[src/pkg/flash_protect_pkg.sv]
/*
  Constants, field layouts and carrier types for the flash protection
  and core-side control block. Assumes a 16-bit core register port.
*/
package flash_protect_pkg;

  // register byte addresses
  localparam logic [23:0] INFO_BLOCK_INDEX_ADDR = 24'h00F880;
  localparam logic [23:0] INFO_BLOCK_DATA_ADDR = 24'h00F882;
  localparam logic [23:0] CORE_BLOCK_WRITE_PROTECT_ADDR = 24'h00F890;
  localparam logic [23:0] FLASH_OPERATION_CONTROL_ADDR = 24'h00F8C0;

  // reset values
  localparam logic [15:0] BLOCK_PROTECT_RESET = 16'h0000;
  localparam logic [15:0] CONTROL_RESET = 16'h0000;
  localparam logic [7:0] INDEX_RESET = 8'h00;

  // control register fields
  localparam int LOW_POWER_BIT = 0;
  localparam int BUFFER_IRQ_BIT = 4;
  localparam int PROGRAM_BIT = 5;
  localparam int PAGE_ERASE_BIT = 6;
  localparam int SECTION_ERASE_BIT = 7;
  localparam int VERIFY_DISABLE_BIT = 8;
  localparam logic [15:0] CONTROL_WRITE_MASK = 16'h01F1;

  // protection word field
  localparam int CONTENTS_PROTECT_LSB = 7;
  localparam int CONTENTS_PROTECT_MSB = 9;
  localparam logic [2:0] CONTENTS_OPEN = 3'h7;

  // main array geometry
  localparam int BLOCK_ADDR_LSB = 13;
  localparam int MAIN_ADDR_WIDTH = 17;
  localparam int BOOT_BLOCKS_WIDTH = 5;

  // reset sequence timing
  localparam int PWORD_LOAD_CYCLES = 2;

  typedef enum logic [2:0] {
    OP_NONE = 3'h0,
    OP_PROGRAM = 3'h1,
    OP_PAGE_ERASE = 3'h2,
    OP_SECTION_ERASE = 3'h3,
    OP_SPECIAL_ERASE = 3'h4
  } flash_op_type;

  typedef enum logic [1:0] {
    SRC_CORE = 2'h0,
    SRC_HOST = 2'h1,
    SRC_DEBUG = 2'h2,
    SRC_PARALLEL = 2'h3
  } access_source_type;

  typedef struct packed {
    logic valid;
    logic write;
    access_source_type source;
    logic infoBlock;
    logic specialErase;
    logic [16:0] addr;
  } flash_request_type;

  typedef struct packed {
    logic grant;
    logic reject;
    flash_op_type op;
    logic verify;
    logic bothSections;
  } flash_decision_type;

  typedef struct packed {
    logic [2:0] contentsProtect;
    logic [4:0] coreBootBlocks;
    logic [4:0] hostBootBlocks;
  } protection_limits_type;

endpackage

[src/rtl/embedded_flash_protect_control.sv]
/*
  Flash protection gate and core-side flash control registers.
  Assumes a one-cycle read port and external flash and host-lock logic.
*/
//
// Contract
// - Core reads of the flash are always granted once the limits are loaded.
// - One protect bit per 8 Kbyte block, bit i at i times 0x2000.
// - Protect bit 0 blocks core program/erase; 1 allows it.
// - Block protect register resets to zero, all blocks protected.
// - Blocks in core or host boot areas stay protected regardless.
// - Factory area and protection word always refuse core writes.
// - Core accesses never get the special whole-array erase.
// - Host limited by protection word and core; never Information Block.
// - Contents protect not all ones: debug refused, held reset in a debug environment until special erase done, special erase only.
// - Contents protect all ones: debug reads all, writes all but factory page.
// - Parallel interface follows debug protection, special erase only.
// - Index holds byte address; word access only at even index.
// - Data register moves byte or word at the indexed location.
// - Control resets to zero; writes ignored while host lock set.
// - Bit 4 enables buffer-not-full interrupt request; off when 0.
// - Bit 5 enables core program only with erase selects clear.
// - Bit 6 alone makes a core write erase its page.
// - Bit 7 alone erases a section; info address adds main section.
// - Bit 8 zero verifies after program/erase; one skips verify.
// - Protected core writes are discarded and flag a violation.
// - Protection word read at reset sets the contents protect limit; boot areas come from their own inputs.
// - Contents protect field bits 9-7; only 111 is open.
// - Buffer full status 0 while a buffer word is empty.
`timescale 1ns/100ps
module embedded_flash_protect_control (
  input wire logic clock,
  input wire logic nrst,
  // core register port
  input wire logic [23:0] regAddr,
  input wire logic [15:0] regWriteData,
  input wire logic regWrite,
  input wire logic regRead,
  input wire logic regByte,
  output logic [15:0] regReadData,
  output logic regWordFault,
  // flash requests from the four sources
  input flash_protect_pkg::flash_request_type request,
  output flash_protect_pkg::flash_decision_type decision,
  output logic writeViolation,
  // protection word and boot areas at reset
  input wire logic [15:0] protectionWord,
  input wire logic [4:0] coreBootBlocks,
  input wire logic [4:0] hostBootBlocks,
  input wire logic [15:0] hostWindow,
  input wire logic debugEnvironment,
  input wire logic specialEraseDone,
  output logic holdInReset,
  output logic limitsLoaded,
  // shared memory and flash array state
  input wire logic hostLock,
  input wire logic doubleBufferFull,
  input wire logic [15:0] infoReadData,
  output logic [7:0] infoAddr,
  output logic [15:0] infoWriteData,
  output logic infoWrite,
  output logic infoRead,
  output logic infoByte,
  // control outputs
  output logic flashLowPower,
  output logic bufferIrq,
  output logic verifyEnable
);

  ////////////////////////////////////////////////////////////////////
  // reset release

  logic rstMetaQ;
  logic rstSyncQ;
  logic hostLockMetaQ;
  logic hostLockQ;
  logic bufferFullMetaQ;
  logic bufferFullQ;
  logic debugEnvMetaQ;
  logic debugEnvQ;
  logic eraseDoneMetaQ;
  logic eraseDoneQ;

  always_ff @(posedge clock or negedge nrst)
  begin
    if (!nrst)
    begin
      rstMetaQ <= 1'b0;
      rstSyncQ <= 1'b0;
    end
    else
    begin
      rstMetaQ <= 1'b1;
      rstSyncQ <= rstMetaQ;
    end
  end

  // two-stage capture of signals from other domains
  always_ff @(posedge clock or negedge rstSyncQ)
  begin
    if (!rstSyncQ)
    begin
      hostLockMetaQ <= 1'b1;
      hostLockQ <= 1'b1;
      bufferFullMetaQ <= 1'b1;
      bufferFullQ <= 1'b1;
      debugEnvMetaQ <= 1'b0;
      debugEnvQ <= 1'b0;
      eraseDoneMetaQ <= 1'b0;
      eraseDoneQ <= 1'b0;
    end
    else
    begin
      hostLockMetaQ <= hostLock;
      hostLockQ <= hostLockMetaQ;
      bufferFullMetaQ <= doubleBufferFull;
      bufferFullQ <= bufferFullMetaQ;
      debugEnvMetaQ <= debugEnvironment;
      debugEnvQ <= debugEnvMetaQ;
      eraseDoneMetaQ <= specialEraseDone;
      eraseDoneQ <= eraseDoneMetaQ;
    end
  end

  ////////////////////////////////////////////////////////////////////
  // protection word

  flash_protect_pkg::protection_limits_type limits;
  logic loaded;

  protection_word_loader wordLoader (
    .clock(clock),
    .rstN(rstSyncQ),
    .protectionWord(protectionWord),
    .coreBootBlocksIn(coreBootBlocks),
    .hostBootBlocksIn(hostBootBlocks),
    .limits(limits),
    .loaded(loaded)
  );

  ////////////////////////////////////////////////////////////////////
  // register decode

  logic [7:0] indexQ;
  logic [7:0] indexD;
  logic [15:0] blockProtectQ;
  logic [15:0] blockProtectD;
  logic [15:0] controlQ;
  logic [15:0] controlD;
  logic [15:0] readDataQ;
  logic [15:0] readDataD;
  logic wordFaultQ;
  logic eraseWaitQ;
  logic eraseWaitD;

  wire logic hitIndex;
  wire logic hitData;
  wire logic hitProtect;
  wire logic hitControl;
  wire logic wordMisaligned;
  wire logic dataAllowed;
  wire logic factoryArea;
  wire logic contentsOpen;

  assign hitIndex = regAddr == flash_protect_pkg::INFO_BLOCK_INDEX_ADDR;
  assign hitData = regAddr == flash_protect_pkg::INFO_BLOCK_DATA_ADDR;
  assign hitProtect = regAddr == flash_protect_pkg::CORE_BLOCK_WRITE_PROTECT_ADDR;
  assign hitControl = regAddr == flash_protect_pkg::FLASH_OPERATION_CONTROL_ADDR;

  // word transfers through the window need an even index
  assign wordMisaligned = !regByte && indexQ[0];
  assign dataAllowed = hitData && !wordMisaligned;
  // upper half of the Information Block (address bit 7 set) holds factory data and the word
  assign factoryArea = request.infoBlock && request.addr[7];
  assign contentsOpen = limits.contentsProtect == flash_protect_pkg::CONTENTS_OPEN;

  assign indexD = (regWrite && hitIndex) ? regWriteData[7:0] : indexQ;
  assign blockProtectD = (regWrite && hitProtect) ? regWriteData : blockProtectQ;
  assign controlD = (regWrite && hitControl && !hostLockQ)
    ? (regWriteData & flash_protect_pkg::CONTROL_WRITE_MASK) : controlQ;

  always_comb
  begin
    readDataD = 16'h0000;
    if (regRead)
    begin
      if (hitIndex)
        readDataD = {8'h00, indexQ};
      else if (dataAllowed)
        readDataD = regByte ? {8'h00, infoReadData[7:0]} : infoReadData;
      else if (hitProtect)
        readDataD = blockProtectQ;
      else if (hitControl)
        readDataD = controlQ;
    end
  end

  // debug environments sit in reset until a special erase finishes
  assign eraseWaitD = eraseWaitQ ? !eraseDoneQ : 1'b0;

  always_ff @(posedge clock or negedge rstSyncQ)
  begin
    if (!rstSyncQ)
    begin
      indexQ <= flash_protect_pkg::INDEX_RESET;
      blockProtectQ <= flash_protect_pkg::BLOCK_PROTECT_RESET;
      controlQ <= flash_protect_pkg::CONTROL_RESET;
      readDataQ <= 16'h0000;
      wordFaultQ <= 1'b0;
      eraseWaitQ <= 1'b1;
    end
    else
    begin
      indexQ <= indexD;
      blockProtectQ <= blockProtectD;
      controlQ <= controlD;
      readDataQ <= readDataD;
      wordFaultQ <= (regRead || regWrite) && hitData && wordMisaligned;
      eraseWaitQ <= eraseWaitD;
    end
  end

  assign regReadData = readDataQ;
  assign regWordFault = wordFaultQ;

  ////////////////////////////////////////////////////////////////////
  // Information Block window

  logic [15:0] infoWriteDataQ;
  logic infoWriteQ;
  logic infoReadQ;
  logic infoByteQ;

  always_ff @(posedge clock or negedge rstSyncQ)
  begin
    if (!rstSyncQ)
    begin
      infoWriteDataQ <= 16'h0000;
      infoWriteQ <= 1'b0;
      infoReadQ <= 1'b0;
      infoByteQ <= 1'b0;
    end
    else
    begin
      infoWriteDataQ <= regWrite ? regWriteData : infoWriteDataQ;
      infoWriteQ <= regWrite && dataAllowed;
      infoReadQ <= regRead && dataAllowed;
      infoByteQ <= regByte;
    end
  end

  assign infoAddr = indexQ;
  assign infoWriteData = infoWriteDataQ;
  assign infoWrite = infoWriteQ;
  assign infoRead = infoReadQ;
  assign infoByte = infoByteQ;

  ////////////////////////////////////////////////////////////////////
  // access decision

  flash_protect_pkg::flash_request_type gatedRequest;
  flash_protect_pkg::flash_decision_type rawDecision;
  wire logic sourceIsExternal;

  assign sourceIsExternal = request.source == flash_protect_pkg::SRC_DEBUG
    || request.source == flash_protect_pkg::SRC_PARALLEL;
  // nothing is granted before the limits exist
  always_comb
  begin
    gatedRequest = request;
    gatedRequest.valid = request.valid && loaded;
  end

  access_arbiter arbiter (
    .request(gatedRequest),
    .limits(limits),
    .blockProtect(blockProtectQ),
    .control(controlQ),
    .hostWindow(hostWindow),
    .factoryArea(factoryArea),
    .decision(rawDecision)
  );

  assign decision = rawDecision;
  assign writeViolation = rawDecision.reject && request.write
    && request.source == flash_protect_pkg::SRC_CORE;
  assign holdInReset = !loaded
    || (debugEnvQ && !contentsOpen && eraseWaitQ && sourceIsExternal);
  assign limitsLoaded = loaded;

  ////////////////////////////////////////////////////////////////////
  // control outputs

  assign flashLowPower = controlQ[flash_protect_pkg::LOW_POWER_BIT];
  assign bufferIrq = controlQ[flash_protect_pkg::BUFFER_IRQ_BIT] && !bufferFullQ;
  assign verifyEnable = !controlQ[flash_protect_pkg::VERIFY_DISABLE_BIT];

endmodule

[src/rtl/protection_word_loader.sv]
/*
  Latches the protection word after reset and derives the access limits.
  Assumes the word is stable when the synchronised reset is released.
*/
`timescale 1ns/100ps
module protection_word_loader (
  input wire logic clock,
  input wire logic rstN,
  input wire logic [15:0] protectionWord,
  input wire logic [4:0] coreBootBlocksIn,
  input wire logic [4:0] hostBootBlocksIn,
  output flash_protect_pkg::protection_limits_type limits,
  output logic loaded
);

  logic [1:0] countQ;
  logic [1:0] countD;
  flash_protect_pkg::protection_limits_type limitsQ;
  flash_protect_pkg::protection_limits_type limitsD;
  logic loadedQ;
  wire logic takeNow;

  assign takeNow = !loadedQ
    && (countQ == 2'(flash_protect_pkg::PWORD_LOAD_CYCLES - 1));
  assign countD = loadedQ ? countQ : 2'(countQ + 2'h1);
  // contents protect field taken from the word on the load cycle
  assign limitsD = takeNow ? '{
      contentsProtect: protectionWord[flash_protect_pkg::CONTENTS_PROTECT_MSB:
                                      flash_protect_pkg::CONTENTS_PROTECT_LSB],
      coreBootBlocks: coreBootBlocksIn,
      hostBootBlocks: hostBootBlocksIn} : limitsQ;

  always_ff @(posedge clock or negedge rstN)
  begin
    if (!rstN)
    begin
      countQ <= 2'h0;
      limitsQ <= '0;
      loadedQ <= 1'b0;
    end
    else
    begin
      countQ <= countD;
      limitsQ <= limitsD;
      loadedQ <= loadedQ | takeNow;
    end
  end

  assign limits = limitsQ;
  assign loaded = loadedQ;

endmodule

[src/rtl/access_arbiter.sv]
/*
  Combinational protection decision for one flash request. Assumes the
  limits are loaded and the control fields come from the register file.
*/
`timescale 1ns/100ps
module access_arbiter (
  input flash_protect_pkg::flash_request_type request,
  input flash_protect_pkg::protection_limits_type limits,
  input wire logic [15:0] blockProtect,
  input wire logic [15:0] control,
  input wire logic [15:0] hostWindow,
  input wire logic factoryArea,
  output flash_protect_pkg::flash_decision_type decision
);

  wire logic [3:0] blockIndex;
  wire logic inCoreBoot;
  wire logic inHostBoot;
  wire logic coreWritable;
  wire logic contentsOpen;
  wire logic programSel;
  wire logic pageSel;
  wire logic sectionSel;
  wire logic [1:0] selCount;
  flash_protect_pkg::flash_op_type coreOp;
  flash_protect_pkg::flash_op_type coreOpSel;

  assign blockIndex = request.addr[16:flash_protect_pkg::BLOCK_ADDR_LSB];
  // boot areas counted in blocks from the bottom and top of the array
  assign inCoreBoot = {1'b0, blockIndex} < limits.coreBootBlocks;
  assign inHostBoot = (5'h10 - {1'b0, blockIndex}) <= limits.hostBootBlocks;
  assign coreWritable = request.infoBlock ? !factoryArea
    : blockProtect[blockIndex] && !inCoreBoot && !inHostBoot;
  assign contentsOpen = limits.contentsProtect == flash_protect_pkg::CONTENTS_OPEN;

  assign programSel = control[flash_protect_pkg::PROGRAM_BIT];
  assign pageSel = control[flash_protect_pkg::PAGE_ERASE_BIT];
  assign sectionSel = control[flash_protect_pkg::SECTION_ERASE_BIT];
  assign selCount = 2'(programSel) + 2'(pageSel) + 2'(sectionSel);

  always_comb
  begin
    coreOpSel = flash_protect_pkg::OP_NONE;
    if (selCount == 2'h1)
    begin
      if (programSel)
        coreOpSel = flash_protect_pkg::OP_PROGRAM;
      else if (pageSel)
        coreOpSel = flash_protect_pkg::OP_PAGE_ERASE;
      else
        coreOpSel = flash_protect_pkg::OP_SECTION_ERASE;
    end
  end
  assign coreOp = request.specialErase ? flash_protect_pkg::OP_NONE : coreOpSel;

  always_comb
  begin
    decision = '0;
    decision.verify = !control[flash_protect_pkg::VERIFY_DISABLE_BIT];
    if (request.valid)
    begin
      unique case (request.source)
        flash_protect_pkg::SRC_CORE:
        begin
          if (!request.write)
            decision.grant = 1'b1;
          else if (coreWritable && coreOp != flash_protect_pkg::OP_NONE)
          begin
            decision.grant = 1'b1;
            decision.op = coreOp;
            decision.bothSections = request.infoBlock
              && coreOp == flash_protect_pkg::OP_SECTION_ERASE;
          end
          else
            decision.reject = 1'b1;
        end
        flash_protect_pkg::SRC_HOST:
        begin
          decision.grant = !request.infoBlock && hostWindow[blockIndex];
          decision.reject = !decision.grant;
          decision.op = (decision.grant && request.write)
            ? flash_protect_pkg::OP_PROGRAM : flash_protect_pkg::OP_NONE;
        end
        flash_protect_pkg::SRC_DEBUG, flash_protect_pkg::SRC_PARALLEL:
        begin
          if (request.specialErase)
          begin
            decision.grant = 1'b1;
            decision.op = flash_protect_pkg::OP_SPECIAL_ERASE;
          end
          else if (contentsOpen && !(request.write && factoryArea))
          begin
            decision.grant = 1'b1;
            decision.op = request.write ? flash_protect_pkg::OP_PROGRAM
              : flash_protect_pkg::OP_NONE;
          end
          else
            decision.reject = 1'b1;
        end
      endcase
    end
  end

endmodule

[config.mk]
export PLATFORM = sky130hd
export DESIGN_NAME = embedded_flash_protect_control
export DESIGN_NICKNAME = d
export VERILOG_FILES = /design/src/pkg/flash_protect_pkg.sv /design/src/rtl/embedded_flash_protect_control.sv /design/src/rtl/protection_word_loader.sv /design/src/rtl/access_arbiter.sv
export SDC_FILE = /design/constraint.sdc
export NUM_CORES = 1
export LEC_CHECK = 0
export ABC_AREA = 1
export BUFFER_PORTS_ARGS = -buffer_cell sky130_fd_sc_hd__buf_4
export CORE_ASPECT_RATIO = 1.75
export CORE_MARGIN = 2
export CORE_UTILIZATION = 40
export DETAILED_ROUTE_END_ITERATION = 8
export GPL_ROUTABILITY_DRIVEN = 0
export PLACE_DENSITY = 0.74
export SLEW_MARGIN = 0
export SYNTH_ARGS = -nofsm -noshare
export SYNTH_HDL_FRONTEND = slang
export SYNTH_HIERARCHICAL = 1
export SYNTH_SLANG_ARGS = --single-unit
[constraint.sdc]
create_clock -name clock -period 3 [get_ports clock]
set_clock_uncertainty 0.2 [all_clocks]
set_input_delay 0.6 -clock clock [delete_from_list [all_inputs] [get_ports clock]]
set_output_delay 0.6 -clock clock [all_outputs]
set_load 0.02 [all_outputs]
# Yosys cells after proc, flatten, opt, wreduce, memory -nomap -nowiden
# Cells that the tools add are included.
[totals]
wordCells = 126
in_bits = 130
regBits = 93
[op_classes]
bitwise_logic = 1
mux = 35
n_reduce_logical = 47
eq_ne = 11
addsub = 4
magnitude_cmp = 3
[op_table]
columns = ["cell", "n"]
rows = [
  ["$eq 24x16->1 const B", 4],
  ["$mux 16", 5],
  ["$logic_and 1x1->1", 27],
  ["$mux 1", 18],
  ["$mux 3", 6],
  ["$pmux 5 s3", 1],
  ["$logic_not 1->1", 14],
  ["$mux 9", 1],
  ["$bmux 1 s4", 2],
  ["$eq 2x1->1 const B", 3],
  ["$le 5x5->1", 1],
  ["$lt 4x5->1", 1],
  ["$lt 4x5->1 const B", 1],
  ["$mux 5", 1],
  ["$sub 5x4->5 const A", 1],
  ["$eq 2x2->1 const B", 2],
  ["$mux 4", 1],
  ["$eq 3x2->1 const B", 1],
  ["$eq 3x3->1 const B", 1],
  ["$logic_or 1x1->1", 3],
  ["$reduce_bool 3->1", 1],
  ["$add 1x1->2", 1],
  ["$add 2x1->2", 1],
  ["$add 2x1->2 const B", 1],
  ["3 further kinds", 3],
]

# Longest topological paths before layout
# Gate-level depths: netlist of run 1.
[depth]
ltp_word = 13
ltp_mapped = 20
mapped_depth_nobuf = 18

# By module
# The synthesis of run 1 kept the hierarchy.
[modules_own_cells]
columns = ["mod", "seq_area_each_um2", "instances", "cells_per_inst", "area_per_inst_um2"]
rows = [
  ["embedded_flash_protect_control", 1933.1, 1, 385, 3475.8],
  ["access_arbiter", 0.0, 1, 166, 912.1],
  ["protection_word_loader", 400.4, 1, 66, 645.6],
]

# Least setup slack after synthesis of run 1
# Ideal clock, no wire load.
[synth_timing]
kind = "input to output"
start = "input port request[13] in the netlist's numbering"
end = "output port writeViolation"
required_time_ps = 2200
arrival_time_ps = 3050
stages = 20
n_path_buf = 2
setup_slack_ps = -850
path_cell_list = "buf_6 inv_8 buf_12 ha_1 nand2_1 nor2_1 ha_1 nand2_1 inv_1 nand2_1 nand2_1 nor2_1 nor2_2 nand2_2 o21bai_2 nand2_2 nand2_1 a21oi_1 nand2_1 nor3_1"
[synth_lines]
columns = ["element", "line", "rtl"]
rows = [
  ["start, declared", "embedded_flash_protect_control.sv:43", "input flash_protect_pkg::flash_request_type request,"],
  ["end, declared", "embedded_flash_protect_control.sv:45", "output logic writeViolation,"],
]

==> results.cfg, run 1 <==
[layout]
drive_gt1_share_pct = 35.94
area_growth_pct = 36.37
antennaDiodeCount = 0
finalCoreUtilization_pct = 55.47
final_net_count = 929

[critical_path]
crit_arrival_ns = 2.46
worstSetupStartpointType = input pin
worstPathRequired_ns = 2.20
critPathMaxFanout = 3
r2r_slack_ns = 1.24
crit_path_end_kind = output port
criticalPathCategory = input pin to output port

[timing]
slew_headroom_pct = 61.23
setup_viol = 6
setup_slack_ns = -0.2626
rsz0062_at_grt = yes
layout_min_cycle_time_ns = 3.263
hold_violations = 0
period_share_pct = 108.8
tightest_slew_ns = 0.5802
clock.fmax_mhz = 306.5
drv_slew = 0

[power_and_ir_drop]
ir_drop_mv = 0.2900
powerDensity_mw_per_mm2 = 412.3
p_leak_nw = 3.598

[floorplanning]
rows = 54
num_io_pins = 187
start_util_pct = 40.68
die_h_um = 152.3
dieArea_mm2 = 0.01352
core-area_mm2 = 0.01236
die_x_um = 88.77

[logic_synthesis]
yosysWarnings = 6
syn_avg_cell_area_um2 = 8.165
synth_fp_nets = 757
syn_inst = 616
synth_area_mm2 = 0.005030

[place]
pre_cts_slack_ns = -0.3933
port_buffers = 161
place_hpwl_mm = 10.33

[run_status]
violations = setup timing
outcome = complete, but fails checks

[grt]
grt-busiest-layer = met2
grt_max_degree = 66
track_usage_pct = 21.34
grt_overflow = 0
grt_use_met2_pct = 37.88
grt_use_met3_pct = 4.225
antenna_found_initial = 0
grt_pass1_vias = 4705
grt_use_met1_pct = 23.87
grt_pass1_wl_mm = 22.36

[clock_tree]
root_buffer = clkbuf_16
clkTransAtPathRegs_ns = 0.07
cts_max_level = 3
numClockSinks = 93
cts_tree = built
clk_latency_ns = 0.35
max-clock-path-buffers = 2
numCtsBuffers = 9

[worst_hold_path]
worstHoldPathType = register to asynchronous set/reset pin

[detailed_routing]
vias = 4566
drc = 0
first_pass_iters = 4
drt_iter0_drc = 207
postRouteWirelength_mm = 13.46
final_antenna_net_count = 0
routedWlPerCell_um = 14.00
vias_per_cell = 4.751

[job]
maxCapViolCount = 0
==> critical path, stage by stage <==
cell	delay [ns]
buf_8	0.09
inv_8	0.04
ha_4	0.15
nand2_2	0.06
nor2_2	0.04
ha_1	0.29
nand2_2	0.08
nor3_2	0.19
nor2_2	0.07
nor2_2	0.11
nand2_2	0.07
o21bai_4	0.13
nand2_2	0.08
buf_4	0.15
nand3_1	0.07
nand2_2	0.06
nor2_4	0.08
buf_6	0.12
==> path summary, 6_finish.rpt <==
kind	startpoint	end	cells after the start
setup / recovery	request[13]	decision[6]	18
hold / removal	rstSyncQ	controlQ[7]	0
setup reg to reg	infoAddr[0]	regReadData[4]	7
hold reg to reg	rstSyncQ	controlQ[7]	0
max in group asynchronous	rstSyncQ	hostLockMetaQ	1
min in group clock	rstMetaQ	rstSyncQ	0
==> cells in the final DEF (no fill, tap or decap), types with 8 or more instances in the layout <==
cell type  instances
nand2_1          157
nor2_1            63
clkbuf_16          9
nand3_1           55
inv_1             59
buf_4            170
nand2_2           19
o21ai_1           20
dfrtp_1           87
o21ai_0           14
ha_1               9
o21ai_2           14
nor2_2             8
nand3_2           10
a21oi_1           20
==> flip-flops by register name, indices dropped and copies added, names as in the netlist, 2 cells and up <==
name,cells
infoWriteData,16
regReadData,16
blockProtectQ,16
controlQ,6
wordLoader/limits,13
infoAddr,8
wordLoader/countQ,2
==> stage by stage <==
step	hold WS [ns]	TNS, ns	cell area (um2)	power (W)	instances
6_report	0.04629	-1.235	6859	0.002828	961
5_1_grt	0.09502	-2.060	6859	0.002973	961
4_1_cts	0.07202	-1.027	6847	0.002862	961
3_5_place_dp	0.06452	-1.574	6446	0.001735	941
3_3_place_gp	0.05748	-1.298	6446	0.001729	941
2_1_floorplan	0.1044	-1.068	5097	0.001526	616
==> power by group <==
part / total (W) / leakage (nW) / switching, W / internal (W)
registers: 0.00132 / 1.20 / 0.0000244 / 0.00129
logic: 0.000408 / 2.26 / 0.000212 / 0.000196
clock network: 0.00110 / 0.140 / 0.000522 / 0.000582
total: 0.00283 / 3.60 / 0.000759 / 0.00207
==> layout make-up <==
type                            instances  area (um2)
Inverter                               71       286.5
Clock buffer                            9       225.2
Clock inverter                          7       67.56
Multi-Input combinational cell        433        2328
Fill cell                            1165        5505
Sequential cell                        93        2337
Timing Repair Buffer                  180        1404
Tap cell                              168       210.2
==> per-layer routing <==
layer  routed length [um]  part of all wire [%]  up-vias
li1                     -                     -     2308
met1                 5128                    38     2107
met2                 7219                    54      123
met3                  634                   4.7       28
met4                  475                   3.5        0
met5                    0                     0        -
==> repair_timing <==
item,4_1_cts,5_1_grt
resized for setup,21,4
hold endpoints to repair,2,0
pin swaps,16,3
hold buffers,1,0
setup buffers,3,0
endpoints found under the setup margin,6,6
Note: power is estimated with default switching activity, not from simulation.
==> run 2, diff against run 1 <==
PLACE_DENSITY = 0.75   (was 0.74)
SYNTH_HIERARCHICAL = default   (was 1)
==> run 2 against run 1 <==
Worst setup slack worse by 0.0061 ns. Via count down 2.0%. The flow still finishes with violations (setup timing). Highest routed layer unchanged. Sequential power about the same. First-iteration DRC count down 18%. Design area down 5.6%.
==> results.cfg, run 2 <==
[logic_synthesis]
ys_async_sr_fraction_pct = 100.0
yosysWarnings = 0
synth_most_common_cell = nand2_1
synth_flop_cell = dfrtp_1
yosysSeqAreaShare_pct = 50.85
synth_common_cells = nand2_1, dfrtp_1, inv_1, o21ai_0, nor2_1
synth_edf_count = 0
syn_inst = 557
synth_fp_nets = 698
yosysUniqueCellTypes = 42
synth_top_area_share_pct = 47.98
syn_avg_cell_area_um2 = 8.240
ys_ff_latch = 93
synth_area_mm2 = 0.004589
netlist_top_cells_area = dfrtp_1, nand2_1, o21ai_0
yosysTopAreaCell = dfrtp_1

[layout]
finalCoreUtilization_pct = 57.98
antennaDiodeCount = 0
final_net_count = 873
layout_commonest_cell = buf_4
area_growth_pct = 41.09
drive_gt1_share_pct = 34.46
most-common-layout-cells = buf_4, nand2_1, dfrtp_1
fillers = 966

[floorplanning]
num_io_pins = 187
dieArea_mm2 = 0.01238
die_x_um = 84.97
rows = 51
die_h_um = 145.7
core-area_mm2 = 0.01117
start_util_pct = 41.10

[critical_path]
worstPathRequired_ns = 2.20
crit_path_end_kind = output port
worstSetupStartpointType = input pin
critPathMaxFanout = 3
crit_arrival_ns = 2.47
criticalPathCategory = input pin to output port

[place]
pre_cts_slack_ns = -0.5624
port_buffers = 161
place_hpwl_mm = 10.47

[timing]
tns_ns = -1.464
slew_headroom_pct = 33.90
period_share_pct = 109.0
tightest_slew_ns = 0.9915
layout_min_cycle_time_ns = 3.269
rsz0062_at_grt = yes
drv_slew = 0
setup_viol = 6
hold_violations = 0
setup_slack_ns = -0.2687
clock.fmax_mhz = 305.9
hold_slack_ns = 0.1518

[run_status]
outcome = complete, but fails checks
violations = setup timing

[grt]
grt_overflow = 0
grt_max_degree = 78
antenna_found_initial = 0
track_usage_pct = 22.12
grt_pass1_wl_mm = 21.70
grt_pass1_vias = 4489

[clock_tree]
numClockSinks = 93
cts_tree = built
max-clock-path-buffers = 2
clk_latency_ns = 0.35
numCtsBuffers = 9
clkTransAtPathRegs_ns = 0.06
cts_max_level = 3
root_buffer = clkbuf_16

[detailed_routing]
drc = 0
final_antenna_net_count = 0
postRouteWirelength_mm = 13.59
vias_per_cell = 5.147
drt_iter0_drc = 170
routedWlPerCell_um = 15.64
vias = 4473
first_pass_iters = 4

[power_and_ir_drop]
powerDensity_mw_per_mm2 = 429.8
ir_drop_mv = 0.3048
p_leak_nw = 3.310

[worst_hold_path]
worstHoldPathType = register to register

[job]
maxCapViolCount = 0
==> run 2: stage by stage <==
| stage | area (um2) | instances | power, W |
|---|---|---|---|
| finish | 6475 | 869 | 0.002783 |
| global route | 6475 | 869 | 0.002905 |
| CTS | 6410 | 869 | 0.002796 |
| detailed placement | 6058 | 850 | 0.001708 |
| global placement | 6058 | 850 | 0.001692 |
| floorplan | 4652 | 557 | 0.001497 |
==> run 2: cells by family after synthesis <==
logic type / after synthesis / synth area share [%]
other: 1 / 0.08171
flip-flops: 93 / 50.85
buffers and inverters: 85 / 7.361
XOR/XNOR: 3 / 0.5726
multiplexers: 6 / 1.472
AO/OA/AOI/OAI: 109 / 12.98
AND/OR/NAND/NOR: 249 / 23.53
adder cells (fa/ha/maj): 11 / 3.163
==> run 2: critical path: stages <==
cell      delay [ns]
buf_4           0.12
inv_2           0.07
nand3_2         0.09
xor2_1          0.15
ha_1            0.29
nand2_2         0.07
nor3_2          0.17
nor2_1          0.06
nor2_1          0.09
nand2_1         0.10
o21bai_4        0.17
nand4_1         0.21
nor2_4          0.14
buf_6           0.12
==> run 2: final cells by class <==
cell class | count | area (um2) | area share [%]
clock buffer | 9 | 225.2 | 3.478
clock inverter | 7 | 55.05 | 0.8502
inverter | 67 | 267.8 | 4.135
multi-input combinational | 379 | 2014 | 31.11
sequential | 93 | 2337 | 36.10
tap | 132 | 165.2 | 2.551
timing repair buffer | 182 | 1410 | 21.78
==> run 2: report_power, final <==
part	internal [W]	total (W)	switching (W)
logic	0.000189	0.000379	0.000189
registers	0.00129	0.00133	0.0000348
clock network	0.000572	0.00108	0.000506
total	0.00205	0.00278	0.000731
==> run 2: timing repair <==
item	CTS	global route
setup endpoints to repair	6	6
hold buffers	1	0
setup buffers	2	0
pin swaps	15	10
endpoints found under the hold margin	2	0
gates resized for setup	14	14
==> run 2: routing by layer <==
layer	wire, um	up-vias	share of wire [%]	GRT usage (%)
li1	-	2157	-	-
met1	4918	2124	36	24.35
met2	7448	144	55	39.96
met3	638	48	4.7	3.687
met4	588	0	4.3	11.11
met5	0	-	0	0
==> run 2: path summary, 6_finish.rpt <==
kind	end	slack, ns	depth (start not counted)	from
max in group asynchronous	regReadData[1]	1.54	1	rstSyncQ
min in group asynchronous	infoWriteData[10]	0.29	0	rstSyncQ
worst max-delay path	decision[0]	-0.27	14	request[15]
worst min-delay path	eraseDoneQ	0.15	0	eraseDoneMetaQ
worst max register to register	regReadData[8]	1.19	5	infoAddr[0]
worst min register to register	eraseDoneQ	0.15	0	eraseDoneMetaQ
